$ cat config.mk
export PLATFORM = sky130hd
export DESIGN_NAME = rtc_ctl_top
export DESIGN_NICKNAME = d
export VERILOG_FILES = /design/src/hdl/rtc_pkg.sv /design/src/hdl/rtc_cnt_if.sv /design/src/hdl/rtc_bcd60.sv /design/src/hdl/rtc_ctl_top.sv /design/src/hdl/rtc_prescale.sv
export VERILOG_INCLUDE_DIRS = /design/src /design/src/hdl
export SDC_FILE = /design/constraint.sdc
export NUM_CORES = 1
export LEC_CHECK = 0
export BUFFER_PORTS_ARGS = -buffer_cell sky130_fd_sc_hd__buf_2
export CAP_MARGIN = 15
export CELL_PAD_IN_SITES_DETAIL_PLACEMENT = 1
export CELL_PAD_IN_SITES_GLOBAL_PLACEMENT = 1
export CORE_MARGIN = 2
export CORE_UTILIZATION = 43
export CTS_BUF_LIST = sky130_fd_sc_hd__clkbuf_4
export CTS_CLUSTER_SIZE = 40
export DETAILED_ROUTE_END_ITERATION = 10
export PLACE_DENSITY = 0.74
export SYNTH_ARGS = -nofsm -noshare
export SYNTH_HDL_FRONTEND = slang
export SYNTH_SLANG_ARGS = --single-unit
$ cat constraint.sdc
create_clock -name core_clk_i -period 5.6 [get_ports core_clk_i]
set_clock_uncertainty 0.15 [all_clocks]
set_input_delay 0.84 -clock core_clk_i [delete_from_list [all_inputs] [get_ports core_clk_i]]
set_output_delay 0.84 -clock core_clk_i [all_outputs]
set_load 0.005 [all_outputs]
$ cat src/hdl/rtc_consts.svh
`ifndef RTC_CONSTS_SVH
`define RTC_CONSTS_SVH
// Notes on behaviour
// RULE1 - counters advance only while counter_run is set
// RULE2 - 1 Hz pin needs enable and counter_run
// RULE3 - software leaves 1 Hz enable alone while running
// RULE4 - format bit picks 12 or 24 hour
// RULE5 - software changes format only under hold_request
// RULE6 - period_select picks the periodic event source
// RULE7 - software masks interrupt before changing period
// RULE8 - alarm compare only with alarm_match_enable set
// RULE9 - software masks interrupt before changing alarm enable
// RULE10 - alarm_irq_enable gates alarm onto rtc_interrupt
// RULE11 - alarm_flag sets one frc tick after match
// RULE12 - flags set by events, cleared by writing zero
// RULE13 - hold freezes calendar, prescaler keeps running
// RULE14 - hold_ack follows hold_request within one tick
// RULE15 - overflow during hold applied later unless seconds written
// RULE16 - software ends hold within one second
// RULE17 - software waits for hold_ack before access
// RULE18 - software writes control_b whole, ones in flags
// RULE19 - periodic and alarm share one interrupt
// RULE20 - seconds count BCD 00-59 on prescale overflow
// RULE21 - seconds write buffered, clears the prescaler
// RULE22 - minutes BCD, write overrides seconds carry
// RULE23 - gate off ignores writes, reads reset values
// RULE24 - prescaler overflows at 7FFF into seconds
// RULE25 - wrap 59 to 00 with carry same edge

// register addresses on the cpu bus
`define RTC_ADDR_SEC      20'hFFF92
`define RTC_ADDR_MIN      20'hFFF93
`define RTC_ADDR_CTLA     20'hFFF9D
`define RTC_ADDR_CTLB     20'hFFF9E

// reset values
`define RTC_RST_BYTE      8'h00
`define RTC_RST_PERIOD    3'h0

// rtc_control_a fields
`define RTC_A_RUN         7
`define RTC_A_ONE_HZ      5
`define RTC_A_FMT         3
`define RTC_A_PER_HI      2
`define RTC_A_PER_LO      0

// rtc_control_b fields
`define RTC_B_AMEN        7
`define RTC_B_AIE         6
`define RTC_B_AFLAG       4
`define RTC_B_PFLAG       3
`define RTC_B_ACK         1
`define RTC_B_REQ         0

// prescaler and counter limits
`define RTC_PRESCALE_TOP  16'h7FFF
`define RTC_PRESCALE_HALF 16'h3FFF
`define RTC_ONE_HZ_BIT    14
`define RTC_BCD_MAX       8'h59
`define RTC_BCD_ZERO      8'h00
`endif

$ cat src/hdl/rtc_pkg.sv
package rtc_pkg;
  typedef logic [7:0]  rtc_byte_t;
  typedef logic [15:0] rtc_pre_t;
  typedef logic [19:0] rtc_addr_t;

  typedef enum logic [2:0] {
    RTC_PER_NONE  = 3'h0,
    RTC_PER_HALF  = 3'h1,
    RTC_PER_SEC   = 3'h2,
    RTC_PER_MIN   = 3'h3,
    RTC_PER_HOUR  = 3'h4,
    RTC_PER_DAY   = 3'h5,
    RTC_PER_MON_A = 3'h6,
    RTC_PER_MON_B = 3'h7
  } rtc_period_e;

  // next bcd value of a 00..59 counter
  function automatic rtc_byte_t rtc_bcd_next(input rtc_byte_t v);
    rtc_byte_t r;
    r = v;
    if (v == 8'h59) begin
      r = 8'h00;
    end else if (v[3:0] == 4'h9) begin
      r = {v[7:4] + 4'h1, 4'h0};
    end else begin
      r = {v[7:4], v[3:0] + 4'h1};
    end
    return r;
  endfunction
endpackage

$ cat src/hdl/rtc_cnt_if.sv
`timescale 1ns/100ps
interface rtc_cnt_if;
  logic              inc;
  logic              load;
  logic              carry;
  rtc_pkg::rtc_byte_t load_val;
  rtc_pkg::rtc_byte_t value;

  modport ctl (output inc, output load, output load_val, input value, input carry);
  modport cnt (input inc, input load, input load_val, output value, output carry);
endinterface

$ cat src/hdl/rtc_bcd60.sv
`timescale 1ns/100ps
`include "rtc_consts.svh"
module rtc_bcd60 (
  input  wire logic core_clk_i,
  input  wire logic sys_rst_i,
  input  wire logic clear_i,
  rtc_cnt_if.cnt    cnt_io
);
  import rtc_pkg::*;

  rtc_byte_t value_q;

  // a load beats an increment arriving on the same edge
  assign cnt_io.carry = cnt_io.inc & ~cnt_io.load & (value_q == `RTC_BCD_MAX); // RULE25 RULE22
  assign cnt_io.value = value_q;

  // counter state, values outside 00..59 are only what software put there
  always_ff @(posedge core_clk_i or posedge sys_rst_i) begin
    if (sys_rst_i) begin
      value_q <= `RTC_RST_BYTE;
    end else if (clear_i) begin
      value_q <= `RTC_RST_BYTE;
    end else if (cnt_io.load) begin
      value_q <= cnt_io.load_val; // RULE22 RULE21
    end else if (cnt_io.inc) begin
      value_q <= rtc_bcd_next(value_q); // RULE20 RULE25
    end
  end
endmodule

$ cat src/hdl/rtc_ctl_top.sv
`timescale 1ns/100ps
`include "rtc_consts.svh"
module rtc_ctl_top (
  input  wire logic          core_clk_i,
  input  wire logic          sys_rst_i,
  input  wire logic          frc_tick_i,
  input  wire logic          peripheral_clock_gate_i,
  input  rtc_pkg::rtc_addr_t bus_addr_i,
  input  wire logic          bus_wr_i,
  input  wire logic          bus_rd_i,
  input  rtc_pkg::rtc_byte_t bus_wdata_i,
  output rtc_pkg::rtc_byte_t bus_rdata_o,
  input  wire logic          alarm_match_i,
  input  wire logic          hour_wrap_i,
  input  wire logic          day_wrap_i,
  output logic               one_hz_pin_o,
  output logic               rtc_interrupt_o,
  output logic               hour_format_o,
  output logic               calendar_hold_o,
  output logic               min_carry_o
);
  import rtc_pkg::*;

  rtc_cnt_if sec_if ();
  rtc_cnt_if min_if ();

  // control_a state
  logic        counter_run_q;
  logic        one_hz_out_enable_q;
  logic        hour_format_select_q;
  rtc_period_e period_select_q;
  // control_b state
  logic        alarm_match_enable_q;
  logic        alarm_irq_enable_q;
  logic        alarm_flag_q;
  logic        period_flag_q;
  logic        hold_ack_q;
  logic        hold_request_q;
  // buffered count writes and deferred overflow
  logic        sec_pend_q;
  rtc_byte_t   sec_buf_q;
  logic        min_pend_q;
  rtc_byte_t   min_buf_q;
  logic        ovf_pend_q;
  // alarm detection and outputs
  logic        match_last_q;
  logic        alarm_seen_q;
  logic        irq_q;
  logic        one_hz_q;
  rtc_byte_t   rdata_q;

  logic        gate_off;
  logic        wr_a;
  logic        wr_b;
  logic        wr_s;
  logic        wr_m;
  logic        freeze;
  logic        pre_ovf;
  logic        pre_half;
  logic        sec_inc;
  logic        period_hit;
  logic        alarm_set;
  rtc_pre_t    pre_count;

  // write decode; a closed clock gate swallows every write
  assign gate_off = ~peripheral_clock_gate_i;
  assign wr_a     = bus_wr_i & ~gate_off & (bus_addr_i == `RTC_ADDR_CTLA); // RULE23
  assign wr_b     = bus_wr_i & ~gate_off & (bus_addr_i == `RTC_ADDR_CTLB); // RULE23
  assign wr_s     = bus_wr_i & ~gate_off & (bus_addr_i == `RTC_ADDR_SEC); // RULE23
  assign wr_m     = bus_wr_i & ~gate_off & (bus_addr_i == `RTC_ADDR_MIN); // RULE23

  // calendar stays frozen from the request until the ack drops again
  assign freeze = hold_request_q | hold_ack_q; // RULE13

  // control_a: run, 1 Hz enable, hour format, period select
  always_ff @(posedge core_clk_i or posedge sys_rst_i) begin
    if (sys_rst_i) begin
      counter_run_q        <= 1'b0;
      one_hz_out_enable_q  <= 1'b0;
      hour_format_select_q <= 1'b0;
      period_select_q      <= RTC_PER_NONE;
    end else if (gate_off) begin
      counter_run_q        <= 1'b0; // RULE23
      one_hz_out_enable_q  <= 1'b0;
      hour_format_select_q <= 1'b0;
      period_select_q      <= RTC_PER_NONE;
    end else if (wr_a) begin
      counter_run_q        <= bus_wdata_i[`RTC_A_RUN]; // RULE1
      one_hz_out_enable_q  <= bus_wdata_i[`RTC_A_ONE_HZ];
      hour_format_select_q <= bus_wdata_i[`RTC_A_FMT]; // RULE4
      period_select_q      <= rtc_period_e'(bus_wdata_i[`RTC_A_PER_HI:`RTC_A_PER_LO]); // RULE6
    end
  end

  // control_b plain bits
  always_ff @(posedge core_clk_i or posedge sys_rst_i) begin
    if (sys_rst_i) begin
      alarm_match_enable_q <= 1'b0;
      alarm_irq_enable_q   <= 1'b0;
      hold_request_q       <= 1'b0;
    end else if (gate_off) begin
      alarm_match_enable_q <= 1'b0;
      alarm_irq_enable_q   <= 1'b0;
      hold_request_q       <= 1'b0;
    end else if (wr_b) begin
      alarm_match_enable_q <= bus_wdata_i[`RTC_B_AMEN]; // RULE8
      alarm_irq_enable_q   <= bus_wdata_i[`RTC_B_AIE]; // RULE10
      hold_request_q       <= bus_wdata_i[`RTC_B_REQ]; // RULE13
    end
  end

  // ack samples the request on the next frc tick, so it lags by at most one tick
  always_ff @(posedge core_clk_i or posedge sys_rst_i) begin
    if (sys_rst_i) begin
      hold_ack_q <= 1'b0;
    end else if (gate_off) begin
      hold_ack_q <= 1'b0;
    end else if (frc_tick_i) begin
      hold_ack_q <= hold_request_q; // RULE14
    end
  end

  // seconds write buffer, applied on the next frc tick; a new write wins over the apply
  always_ff @(posedge core_clk_i or posedge sys_rst_i) begin
    if (sys_rst_i) begin
      sec_pend_q <= 1'b0;
      sec_buf_q  <= `RTC_RST_BYTE;
    end else if (gate_off) begin
      sec_pend_q <= 1'b0;
      sec_buf_q  <= `RTC_RST_BYTE;
    end else if (wr_s) begin
      sec_pend_q <= 1'b1; // RULE21
      sec_buf_q  <= bus_wdata_i;
    end else if (frc_tick_i) begin
      sec_pend_q <= 1'b0;
    end
  end

  // minutes write buffer, same timing as seconds
  always_ff @(posedge core_clk_i or posedge sys_rst_i) begin
    if (sys_rst_i) begin
      min_pend_q <= 1'b0;
      min_buf_q  <= `RTC_RST_BYTE;
    end else if (gate_off) begin
      min_pend_q <= 1'b0;
      min_buf_q  <= `RTC_RST_BYTE;
    end else if (wr_m) begin
      min_pend_q <= 1'b1; // RULE22
      min_buf_q  <= bus_wdata_i;
    end else if (frc_tick_i) begin
      min_pend_q <= 1'b0;
    end
  end

  // overflow seen during hold is kept; a seconds write throws it away
  always_ff @(posedge core_clk_i or posedge sys_rst_i) begin
    if (sys_rst_i) begin
      ovf_pend_q <= 1'b0;
    end else if (gate_off | wr_s | sec_if.load) begin
      ovf_pend_q <= 1'b0; // RULE15
    end else if (pre_ovf & freeze) begin
      ovf_pend_q <= 1'b1; // RULE15
    end else if (sec_inc) begin
      ovf_pend_q <= 1'b0;
    end
  end

  // a deferred overflow is replayed on the first tick after the hold
  assign sec_inc = counter_run_q & ~freeze & (pre_ovf | (frc_tick_i & ovf_pend_q)); // RULE15 RULE20

  assign sec_if.inc      = sec_inc; // RULE20
  assign sec_if.load     = frc_tick_i & sec_pend_q; // RULE21
  assign sec_if.load_val = sec_buf_q;
  assign min_if.inc      = sec_if.carry; // RULE22 RULE25
  assign min_if.load     = frc_tick_i & min_pend_q; // RULE22
  assign min_if.load_val = min_buf_q;

  rtc_prescale u_prescale (
    .core_clk_i (core_clk_i),
    .sys_rst_i  (sys_rst_i),
    .tick_i     (frc_tick_i),
    .run_i      (counter_run_q),
    .clear_i    (gate_off | sec_if.load),
    .count_o    (pre_count),
    .ovf_o      (pre_ovf),
    .half_o     (pre_half)
  );

  rtc_bcd60 u_sec (
    .core_clk_i (core_clk_i),
    .sys_rst_i  (sys_rst_i),
    .clear_i    (gate_off),
    .cnt_io     (sec_if.cnt)
  );

  rtc_bcd60 u_min (
    .core_clk_i (core_clk_i),
    .sys_rst_i  (sys_rst_i),
    .clear_i    (gate_off),
    .cnt_io     (min_if.cnt)
  );

  // periodic event source; higher calendar wraps come from the hour and day counters
  always_comb begin
    case (period_select_q)
      RTC_PER_NONE: period_hit = 1'b0; // RULE6
      RTC_PER_HALF: period_hit = pre_half | sec_inc;
      RTC_PER_SEC:  period_hit = sec_inc;
      RTC_PER_MIN:  period_hit = sec_if.carry;
      RTC_PER_HOUR: period_hit = min_if.carry;
      RTC_PER_DAY:  period_hit = hour_wrap_i;
      default:      period_hit = day_wrap_i;
    endcase
  end

  // alarm match edge caught on a tick, flag lands on the following tick
  always_ff @(posedge core_clk_i or posedge sys_rst_i) begin
    if (sys_rst_i) begin
      match_last_q <= 1'b0;
      alarm_seen_q <= 1'b0;
    end else if (gate_off) begin
      match_last_q <= 1'b0;
      alarm_seen_q <= 1'b0;
    end else if (frc_tick_i) begin
      match_last_q <= alarm_match_i;
      alarm_seen_q <= alarm_match_enable_q & alarm_match_i & ~match_last_q; // RULE8 RULE11
    end
  end

  assign alarm_set = frc_tick_i & alarm_seen_q; // RULE11

  // status flags: an event in the clearing cycle wins, writing one keeps the flag
  always_ff @(posedge core_clk_i or posedge sys_rst_i) begin
    if (sys_rst_i) begin
      alarm_flag_q  <= 1'b0;
      period_flag_q <= 1'b0;
    end else if (gate_off) begin
      alarm_flag_q  <= 1'b0;
      period_flag_q <= 1'b0;
    end else begin
      if (alarm_set) begin
        alarm_flag_q <= 1'b1; // RULE11
      end else if (wr_b & ~bus_wdata_i[`RTC_B_AFLAG]) begin
        alarm_flag_q <= 1'b0; // RULE12
      end
      if (period_hit) begin
        period_flag_q <= 1'b1; // RULE12
      end else if (wr_b & ~bus_wdata_i[`RTC_B_PFLAG]) begin
        period_flag_q <= 1'b0; // RULE12
      end
    end
  end

  // one shared interrupt pulse; software tells the cause from the two flags
  always_ff @(posedge core_clk_i or posedge sys_rst_i) begin
    if (sys_rst_i) begin
      irq_q <= 1'b0;
    end else begin
      irq_q <= ~gate_off & (period_hit | (alarm_set & alarm_irq_enable_q)); // RULE19 RULE10
    end
  end

  // 1 Hz square wave from the prescaler's upper bit
  always_ff @(posedge core_clk_i or posedge sys_rst_i) begin
    if (sys_rst_i) begin
      one_hz_q <= 1'b0;
    end else begin
      one_hz_q <= one_hz_out_enable_q & counter_run_q & pre_count[`RTC_ONE_HZ_BIT]; // RULE2
    end
  end

  // registered read data; gate off returns reset values
  always_ff @(posedge core_clk_i or posedge sys_rst_i) begin
    if (sys_rst_i) begin
      rdata_q <= `RTC_RST_BYTE;
    end else if (bus_rd_i) begin
      if (gate_off) begin
        rdata_q <= `RTC_RST_BYTE; // RULE23
      end else begin
        case (bus_addr_i)
          `RTC_ADDR_SEC:  rdata_q <= sec_if.value;
          `RTC_ADDR_MIN:  rdata_q <= min_if.value;
          `RTC_ADDR_CTLA: rdata_q <= {counter_run_q, 1'b0, one_hz_out_enable_q, 1'b0,
                                      hour_format_select_q, period_select_q};
          `RTC_ADDR_CTLB: rdata_q <= {alarm_match_enable_q, alarm_irq_enable_q, 1'b0,
                                      alarm_flag_q, period_flag_q, 1'b0, hold_ack_q,
                                      hold_request_q}; // RULE19
          default:        rdata_q <= `RTC_RST_BYTE;
        endcase
      end
    end
  end

  // the hour counter converts its value when this level changes
  assign hour_format_o   = hour_format_select_q; // RULE4
  assign calendar_hold_o = freeze; // RULE13
  assign min_carry_o     = min_if.carry; // RULE25
  assign rtc_interrupt_o = irq_q;
  assign one_hz_pin_o    = one_hz_q;
  assign bus_rdata_o     = rdata_q;
endmodule

$ cat src/hdl/rtc_prescale.sv
`timescale 1ns/100ps
`include "rtc_consts.svh"
module rtc_prescale (
  input  wire logic      core_clk_i,
  input  wire logic      sys_rst_i,
  input  wire logic      tick_i,
  input  wire logic      run_i,
  input  wire logic      clear_i,
  output rtc_pkg::rtc_pre_t count_o,
  output logic           ovf_o,
  output logic           half_o
);
  import rtc_pkg::*;

  rtc_pre_t count_q;

  // overflow and half-second marks are strobes on the frc tick
  assign ovf_o   = tick_i & run_i & (count_q == `RTC_PRESCALE_TOP); // RULE24
  assign half_o  = tick_i & run_i & (count_q == `RTC_PRESCALE_HALF);
  assign count_o = count_q;

  // divider advances on each tick while counter_run is set; hold does not stop it
  always_ff @(posedge core_clk_i or posedge sys_rst_i) begin
    if (sys_rst_i) begin
      count_q <= 16'h0000;
    end else if (clear_i) begin
      count_q <= 16'h0000; // RULE21
    end else if (tick_i & run_i) begin // RULE1 RULE13
      count_q <= ovf_o ? 16'h0000 : count_q + 16'h0001; // RULE24
    end
  end
endmodule
; Yosys cells after proc, flatten, opt, wreduce, memory -nomap -nowiden
; Cells that the tools add are included.
; W data, S select, Z words.
[totals]
in_bits = 37
word_cells = 158
out_inout_bits = 13
ff_bits = 75
[classes]
n_reduce_logical = 5
n_bitwise = 41
n_addsub = 5
n_mux = 54
eq_ne = 28
[ops]
columns = operator, n
row1 = $mux W8, 15
row2 = $eq A20 B20 Y1 const B, 4
row3 = $mux W16, 3
row4 = $mux W1, 32
row5 = $pmux W8 S4, 1
row6 = $and A1 B1 Y1, 27
row7 = $add A16 B1 Y16 const B, 1
row8 = $add A4 B1 Y4 const B, 4
row9 = $eq A16 B14 Y1 const B, 1
row10 = $eq A16 B15 Y1 const B, 1
row11 = $eq A8 B7 Y1 const B, 2
row12 = $ne A3 B1 Y1 const B, 4
row13 = $eq A4 B4 Y1 const B, 2
row14 = $ne A2 B1 Y1 const B, 4
row15 = $ne A4 B1 Y1 const B, 2
row16 = $not A1 Y1, 7
row17 = $or A1 B1 Y1, 7
row18 = $eq A3 B2 Y1 const B, 2
row19 = $eq A3 B3 Y1 const B, 2
row20 = $mux W3, 2
row21 = $ne A3 B2 Y1 const B, 2
row22 = $pmux W1 S6, 1
row23 = $reduce_and A2 Y1, 2
row24 = $eq A3 B1 Y1 const B, 1
row25 = other kinds (4), 4

; Depth between registers and ports, before layout
; Gate-level depths: netlist of run 1.
[logic_depth]
depth_word = 11
mapped_depth = 7
mapped_depth_nobuf = 7

; Hierarchy
; A second synthesis of run 1 with hierarchy kept.
[hier_totals]
cells_unflattened = 441
hier_area_um2 = 4438.0
[by_module_without_submodules]
columns = mod, seq_area_each_um2, cells_each, instances, area_per_inst_um2
row1 = rtc_ctl_top, 1076.0, 211, 1, 2263.4
row2 = rtc_bcd60, 200.2, 67, 2, 635.6
row3 = rtc_prescale, 400.4, 96, 1, 903.4

; Least setup slack after synthesis of run 1
; No wires, ideal clock.
[synth_timing]
kind = input-to-output
startpoint = in frc_tick_i
endpoint = out min_carry_o
slack_ps = 2791
arrival_time_ps = 1819
path_buffers = 0
path_stages = 5
path_cell_list = nand2_1 -> nand3_1 -> a211oi_2 -> inv_1 -> nor2_1
[synth_between]
elab_chain_cells = 8
elab_cells_between_ends = 13
[synth_lines]
columns = item, line
row1 = "start, declared", rtc_ctl_top.sv:6  ; input wire logic frc_tick_i,
row2 = $and A1 B1 Y1 (2 in series), rtc_prescale.sv:18  ; assign ovf_o = tick_i & run_i & (count_q == `RTC_PRESCALE_TOP);
row3 = $or A1 B1 Y1, rtc_ctl_top.sv:169  ; assign sec_inc = counter_run_q & ~freeze & (pre_ovf | (frc_tick_i & ovf_pend_q));
row4 = $and A1 B1 Y1, rtc_ctl_top.sv:169
row5 = $and A1 B1 Y1 (2 in series), rtc_bcd60.sv:14  ; assign cnt_io.carry = cnt_io.inc & ~cnt_io.load & (value_q == `RTC_BCD_MAX);
row6 = $and A1 B1 Y1 (*) (2 in series), rtc_bcd60.sv:14
row7 = "end, declared", rtc_ctl_top.sv:20  ; output logic min_carry_o
; Mark *: on every way between the ends. The rest lies on a longest branch, timed or not.

; Worst setup path after layout of run 1
[layout_timing]
startpoint = reg u_sec.value_q[1] (netlist: u_sec.cnt_io.value[1])
endpoint = out min_carry_o
[layout_between]
elab_chain_cells = 4
[layout_lines]
columns = item, line
row1 = "start, declared", rtc_bcd60.sv:11  ; rtc_byte_t value_q;
row2 = "start signal, assigned", rtc_bcd60.sv:20  ; value_q <= `RTC_RST_BYTE;
row3 = "start signal, assigned", rtc_bcd60.sv:22  ; value_q <= `RTC_RST_BYTE;
row4 = "start signal, assigned", rtc_bcd60.sv:24  ; value_q <= cnt_io.load_val;
row5 = $eq A8 B7 Y1 (no line), --
row6 = $and A1 B1 Y1 (3 in series), rtc_bcd60.sv:14
; No other way between the ends.

==> results of run 1 <==
-- metal layers --
layer | vias up | part of all wire, % | routed length [µm]
met5 | - | 0 | 0
met4 | 0 | 1.2 | 155
met1 | 1907 | 46 | 6018
met2 | 82 | 49 | 6329
met3 | 11 | 4.2 | 544
li1 | 1816 | - | -
-- power groups by stage --
stage | registers, W | logic [W] | clock network, W
floorplan | 0.000552 | 0.0000278 | 0
global placement | 0.000552 | 0.0000559 | 0
detailed placement | 0.000552 | 0.0000572 | 0
CTS | 0.000542 | 0.0000571 | 0.000296
global route | 0.000542 | 0.0000621 | 0.000320
finish | 0.000542 | 0.0000563 | 0.000288
-- final cells by class --
| cell class | count | area share [%] |
|---|---|---|
| multi-input cells | 358 | 47.16 |
| clock inverters | 4 | 0.3969 |
| flip-flops and latches | 75 | 39.69 |
| well taps | 133 | 3.519 |
| inverters | 21 | 1.667 |
| repair buffers | 53 | 5.822 |
| clock buffers | 11 | 1.746 |
-- flip-flops by register name (all words and copies together) (netlist names), 3 cells and up --
register	cells
bus_rdata_o	8
min_buf_q	8
sec_buf_q	8
u_prescale.count_o	16
period_select_q	3
u_sec.cnt_io.value	8
u_min.cnt_io.value	8
-- worst min-delay path by stage --
stage                     startpoint         end
after floorplan           min_pend_q  min_pend_q
after global placement    min_pend_q  min_pend_q
after detailed placement  min_pend_q  min_pend_q
after CTS                 min_pend_q  min_pend_q
after global routing      min_pend_q  min_pend_q
final                     min_pend_q  min_pend_q
-- worst max-delay path, delay by kind of cell (launching register included) --
family | cells | cell delay, ps
simple gates | 3 | 630
compound gates | 1 | 500
flops | 1 | 460
buf+inv | 3 | 320
fa+ha+maj | 1 | 190
-- cell families after synthesis --
logic type,Yosys count
compound gates,107
xor+xnor,17
fa+ha+maj,9
buf+inv,42
flops,75
mux,15
simple gates,210
-- placed cells by master, fill, tap and decap left out, types with 14 or more instances in the layout --
cell type and count:
dfrtp_1 75, a21oi_1 17, nand4_1 14, nor2_1 38
inv_1 20, nand2_1 66, nand3_1 26, buf_2 49
o21ai_0 36, mux2i_1 14
-- stage by stage --
stage	power [W]	setup slack, ps
floorplan	0.0005802	2700
CTS	0.0008953	2049
global route	0.0009239	1905
global placement	0.0006083	2289
detailed placement	0.0006095	2200
finish	0.0008859	2079
==> summary.txt, run 1 <==
Worst setup path
  • CP max stage cell: a211oi_2
  • Setup crit end kind: output port
  • Critical Path Source: u_sec.cnt_io.value[1]
  • Data arrival, critical path: 2530 ps
  • Required @ worst endpoint: 4610 ps
  • Reg2Reg Depth: 6
  • Startpoint Class: flop
  • Crit Path Category: flop to output port
  • Largest stage delay, worst path: about 500 ps
  • RR Startpoint: u_prescale.count_o[0]
  • Worst R2R End: u_min.cnt_io.value[7]
  • CP dominant cell by count: inv_1
  • Critical Path End: min_carry_o
  • FF-to-FF setup slack: 3190 ps
  • CP Cell Sequence: inv_1 > ha_1 > and3b_1 > nand3_1 > a211oi_2 > inv_1 > nor2_1 > buf_2
  • Peak fanout along the critical path: 8

Pwr
  • Power Internal: 0.0006529 W
  • Clk pwr share: between 30% and 40%
  • Combinational power share: 6.4%
  • PwrDens: 187.4 nW/µm²
  • Max VDD drop: 0.1027 mV
  • Leak pwr: just under 2 nW
  • Part of the power in registers: 61.2%
  • Sw frac: 26.30%
  • Net switching power: 0.0002330 W

STA
  • Hold WS: 377.4 ps
  • Actual slew at the worst max-slew pin: 991.4 ps
  • Final Slew Violations: 0
  • Max-slew headroom: 33.91%
  • Count of final setup violators: 0
  • Period utilisation layout: 62.88%
  • RSZ-0062 raised after global routing: false
  • Minimum clock period after layout: 3521 ps
  • FMAX: 284.0 MHz
  • Final Hold Vio Count: 0
  • Setup_tns: 0 ps

Floorplan
  • Initial cell density of the core: between 40 and 50%
  • Die W: 103.5 µm
  • Die Ht: 103.5 µm
  • IO Pins: 50
  • Core Rows: 36
  • Die area: 10720 µm²
  • Core ar.: 9684 µm²

Yosys
  • Cell count after synthesis: 475
  • Count leader, synth: dfrtp_1
  • EDFF count, synth: 0
  • Area leader, netlist: dfrtp_1
  • Compound-gate portion of the synthesized area: 16.80%
  • Post-synthesis async set-or-reset flop share: 100.0%
  • Syn Area/Cell: 8.969 µm²
  • Synth Net Count: 521
  • Combinational family with the most area after synthesis: simple AND/OR/NAND/NOR gates
  • Share of the synthesized area in the top cell type: between 40% and 50%
  • Post-Synth XOR/XNOR Area: between 3 and 4%
  • Post-synth top cells: 75 x dfrtp_1, 66 x nand2_1, 38 x nor2_1
  • Top_reg_cell synth: dfrtp_1
  • Register area share after synthesis: 44.05%
  • Unique masters post-synth: 61
  • Adder-Cell Fraction of Synth Area: 2.643%
  • Post-Synth Simple-Gate Area: 25.73%
  • Number of synthesized register bits: 75
  • Synth Warn #: 0
  • Top cells by area, synth: dfrtp_1 44%, nand2_1 5.8%, o21ai_0 4.2%
  • Mapped Area: 4260 µm²
  • Mux cell area share after synthesis: 3.554%

Detailed routing
  • Via Count: 3816
  • DR WL/cell: around 20 µm
  • DR iter-0 viols: 208
  • Drt via density: 5.826
  • Detail Route Antenna Nets: 0
  • # DRC: 0
  • Final wirelength: 13.05 mm
  • DR pass1 iterations: 5

GRT
  • Grt ovf: 0
  • GR Util met2: 41.20%
  • Met1 usage: 34.85%
  • Met3 usage: 3.524%
  • Pin count of the biggest net entering global routing: 76
  • Layer with the highest usage: met2
  • Vias in the first global route: 3848
  • GRT Total Usage: 25.12%
  • First-pass GRT wire length: roughly 21 mm
  • Initial antenna violation count: 0

Clock network
  • CTS tree: yes
  • Setup repair bufs after CTS: 0
  • Clock Sinks: between 70 and 80
  • Clk_lat worst skew: between 400 and 500 ps
  • CTS Buf Count: 9
  • Cts hold-fix bufs: 0
  • Post_cts resized: 0
  • Worst-path clk slew: 120 ps
  • Clock Tree Buf Depth: 2
  • Clk Tree Root Cell: clkbuf_4
  • CTS H-tree depth: 3

Run
  • Max Cap Viol: 0

Run status
  • Status: completed

Placement
  • Dpl hpwl: 9.500 mm
  • Cells after DPL: 640
  • DP Area: ~4600 µm²
  • Port buffer count: 49
  • RePlAce Congestion: between 0.8 and 0.9

Min path
  • Hold Path Depth: 1
  • Hold crit path type: flop to flop

Finish
  • Post-route cell area: 4728 µm²
  • Layout cells sized above 1: 15.71%
  • # diodes: 0
  • Area of the multi-input gates: 2230 µm²
  • Final Util: between 40% and 50%
  • Area delta synth->final: 10.98%
  • Layout Nets: 564
  • FF+latch area: 1877 µm²
  • Fill cells: roughly 1.2k
  • Non-Filler Instances: 655
Power figures use the tool's default switching activity.
==> run 2: changes to the inputs <==
==> constraint.sdc (replaced) <==
create_clock -name core_clk_i -period 3.53 [get_ports core_clk_i]
set_clock_uncertainty 0.15 [all_clocks]
set_input_delay 0.5295 -clock core_clk_i [delete_from_list [all_inputs] [get_ports core_clk_i]]
set_output_delay 0.5295 -clock core_clk_i [all_outputs]
set_load 0.005 [all_outputs]
==> run 2 against run 1 <==
  * Flip-flop and latch count unchanged
  * Via count up 1.6%
  * Die area unchanged
  * First-iteration DRC count down 23%
  * Clock-buffer cell count unchanged
  * Global-route usage up 0.71 points
==> summary.txt, run 2 (synthesis results as in run 1) <==
Clock network
  • Post_cts resized: 0
  • Clock Tree Buf Depth: 2
  • Clk Tree Root Cell: clkbuf_4
  • Clock Sinks: 75
  • Worst-path clk slew: ~120 ps
  • CTS tree: yes
  • Clk_lat worst skew: 430 ps
  • CTS Buf Count: 9
  • Cts hold-fix bufs: 0
  • Setup repair bufs after CTS: 0
  • CTS H-tree depth: 3

Floorplan
  • Core ar.: 9684 µm²
  • Core Rows: 36
  • Die Ht: 103.5 µm
  • Initial cell density of the core: between 40% and 50%
  • Die area: 10720 µm²
  • IO Pins: 50
  • Die W: 103.5 µm

Detailed routing
  • DR iter-0 viols: around 160
  • Final wirelength: approximately 13 mm
  • Drt via density: just under 6
  • # DRC: 0
  • Via Count: 3877
  • Detail Route Antenna Nets: 0
  • DR WL/cell: 20.37 µm
  • DR pass1 iterations: 4

STA
  • Period utilisation layout: just over 90%
  • FMAX: 304.9 MHz
  • RSZ-0062 raised after global routing: false
  • Actual slew at the worst max-slew pin: 787.2 ps
  • Setup_tns: 0 ps
  • Final Slew Violations: 0
  • Minimum clock period after layout: roughly 3300 ps
  • Final Hold Vio Count: 0
  • Max-slew headroom: 47.24%
  • Count of final setup violators: 0

GRT
  • First-pass GRT wire length: 21.83 mm
  • Pin count of the biggest net entering global routing: 48
  • GRT Total Usage: 25.83%
  • Vias in the first global route: 3973
  • Grt ovf: 0
  • Initial antenna violation count: 0

Worst setup path
  • Crit Path Category: flop to output port
  • Required @ worst endpoint: 2850 ps
  • Peak fanout along the critical path: 5
  • Setup crit end kind: output port
  • Data arrival, critical path: 2600 ps
  • Startpoint Class: flop

Placement
  • Dpl hpwl: 9.997 mm
  • RePlAce Congestion: 0.8511
  • Port buffer count: 49

Pwr
  • Leak pwr: ~2 nW
  • Max VDD drop: 0.1650 mV
  • PwrDens: 295.3 nW/µm²
  • Power Total: 0.001405 W

Finish
  • Layout Nets: 566
  • Area delta synth->final: 11.63%
  • Most frequent cells in the layout: 75 x dfrtp_1, 66 x nand2_1, 49 x buf_2
  • Final Util: roughly half
  • Max FFs per register: 16
  • Commonest non-fill, non-tap cell in the layout: dfrtp_1
  • Layout cells sized above 1: 15.65%
  • # diodes: 0
  • Fill cells: 1170

Min path
  • Hold crit path type: primary input to asynchronous set/reset pin

Run
  • Max Cap Viol: 0

Run status
  • Status: completed
run 2: cell types whose count changed in the layout (fill, tap and decap cells not counted), sizes merged:
cell | previous run | this run
clkinvlp | 0 | 1
buf | 53 | 55
clkinv | 4 | 3
run 2: cell type report:
cell class	count	area, µm²	share of cell area, %
Multi-Input combinational cell	358	2230	46.88
Sequential cell	75	1877	39.46
Timing Repair Buffer	55	302.8	6.367
Tap cell	133	166.4	3.499
Clock buffer	11	82.58	1.736
Inverter	21	78.83	1.657
Clock inverter	4	18.77	0.3946
run 2: worst paths after layout:
kind                                    endpoint             startpoint  cells after the start  slack (ps)
max                                  min_carry_o  u_prescale.count_o[0]                      7         250
min                                 min_buf_q[2]              sys_rst_i                      2          20
max reg2reg                u_min.cnt_io.value[7]  u_prescale.count_o[0]                      6        1000
min reg2reg                           min_pend_q             min_pend_q                      1         370
max in group asynchronous    one_hz_out_enable_q              sys_rst_i                      3        2510
min in group core_clk_i             sec_buf_q[6]         bus_wdata_i[6]                      3         180
run 2: critical path, cell delays in order (launching register included):
cell	delay [ps]
dfrtp_1	420
ha_1	280
nand4b_1	130
or4_4	550
a211oi_2	440
inv_1	110
nor2_1	120
buf_2	130
run 2: per-layer routing:
layer | vias to the layer above | share of wire, % | GRT usage (%) | routed length, µm
met3 | 13 | 6.2 | 5.979 | 827
met1 | 1928 | 45 | 34.91 | 5981
met4 | 0 | 1.1 | 6.660 | 144
li1 | 1820 | - | - | -
met5 | - | 0 | 0 | 0
met2 | 116 | 48 | 42.10 | 6430
run 2: power breakdown:
part           internal [W]  switching (W)   total, W
sequential         0.000859    0.000000315   0.000860
combinational     0.0000277      0.0000649  0.0000926
clock              0.000150       0.000302   0.000452
total               0.00104       0.000367    0.00140
run 2: stage by stage:
step                      hold slack, ps  area (µm²)  cells  worst slack [ps]
after floorplan                    314.6        4260    475             940.5
after global placement             340.9        4654    642             843.1
after detailed placement           343.3        4654    642             745.9
after CTS                          17.99        4756    657             225.5
after global routing               43.85        4756    657             79.62
final                              22.51        4756    657             250.7
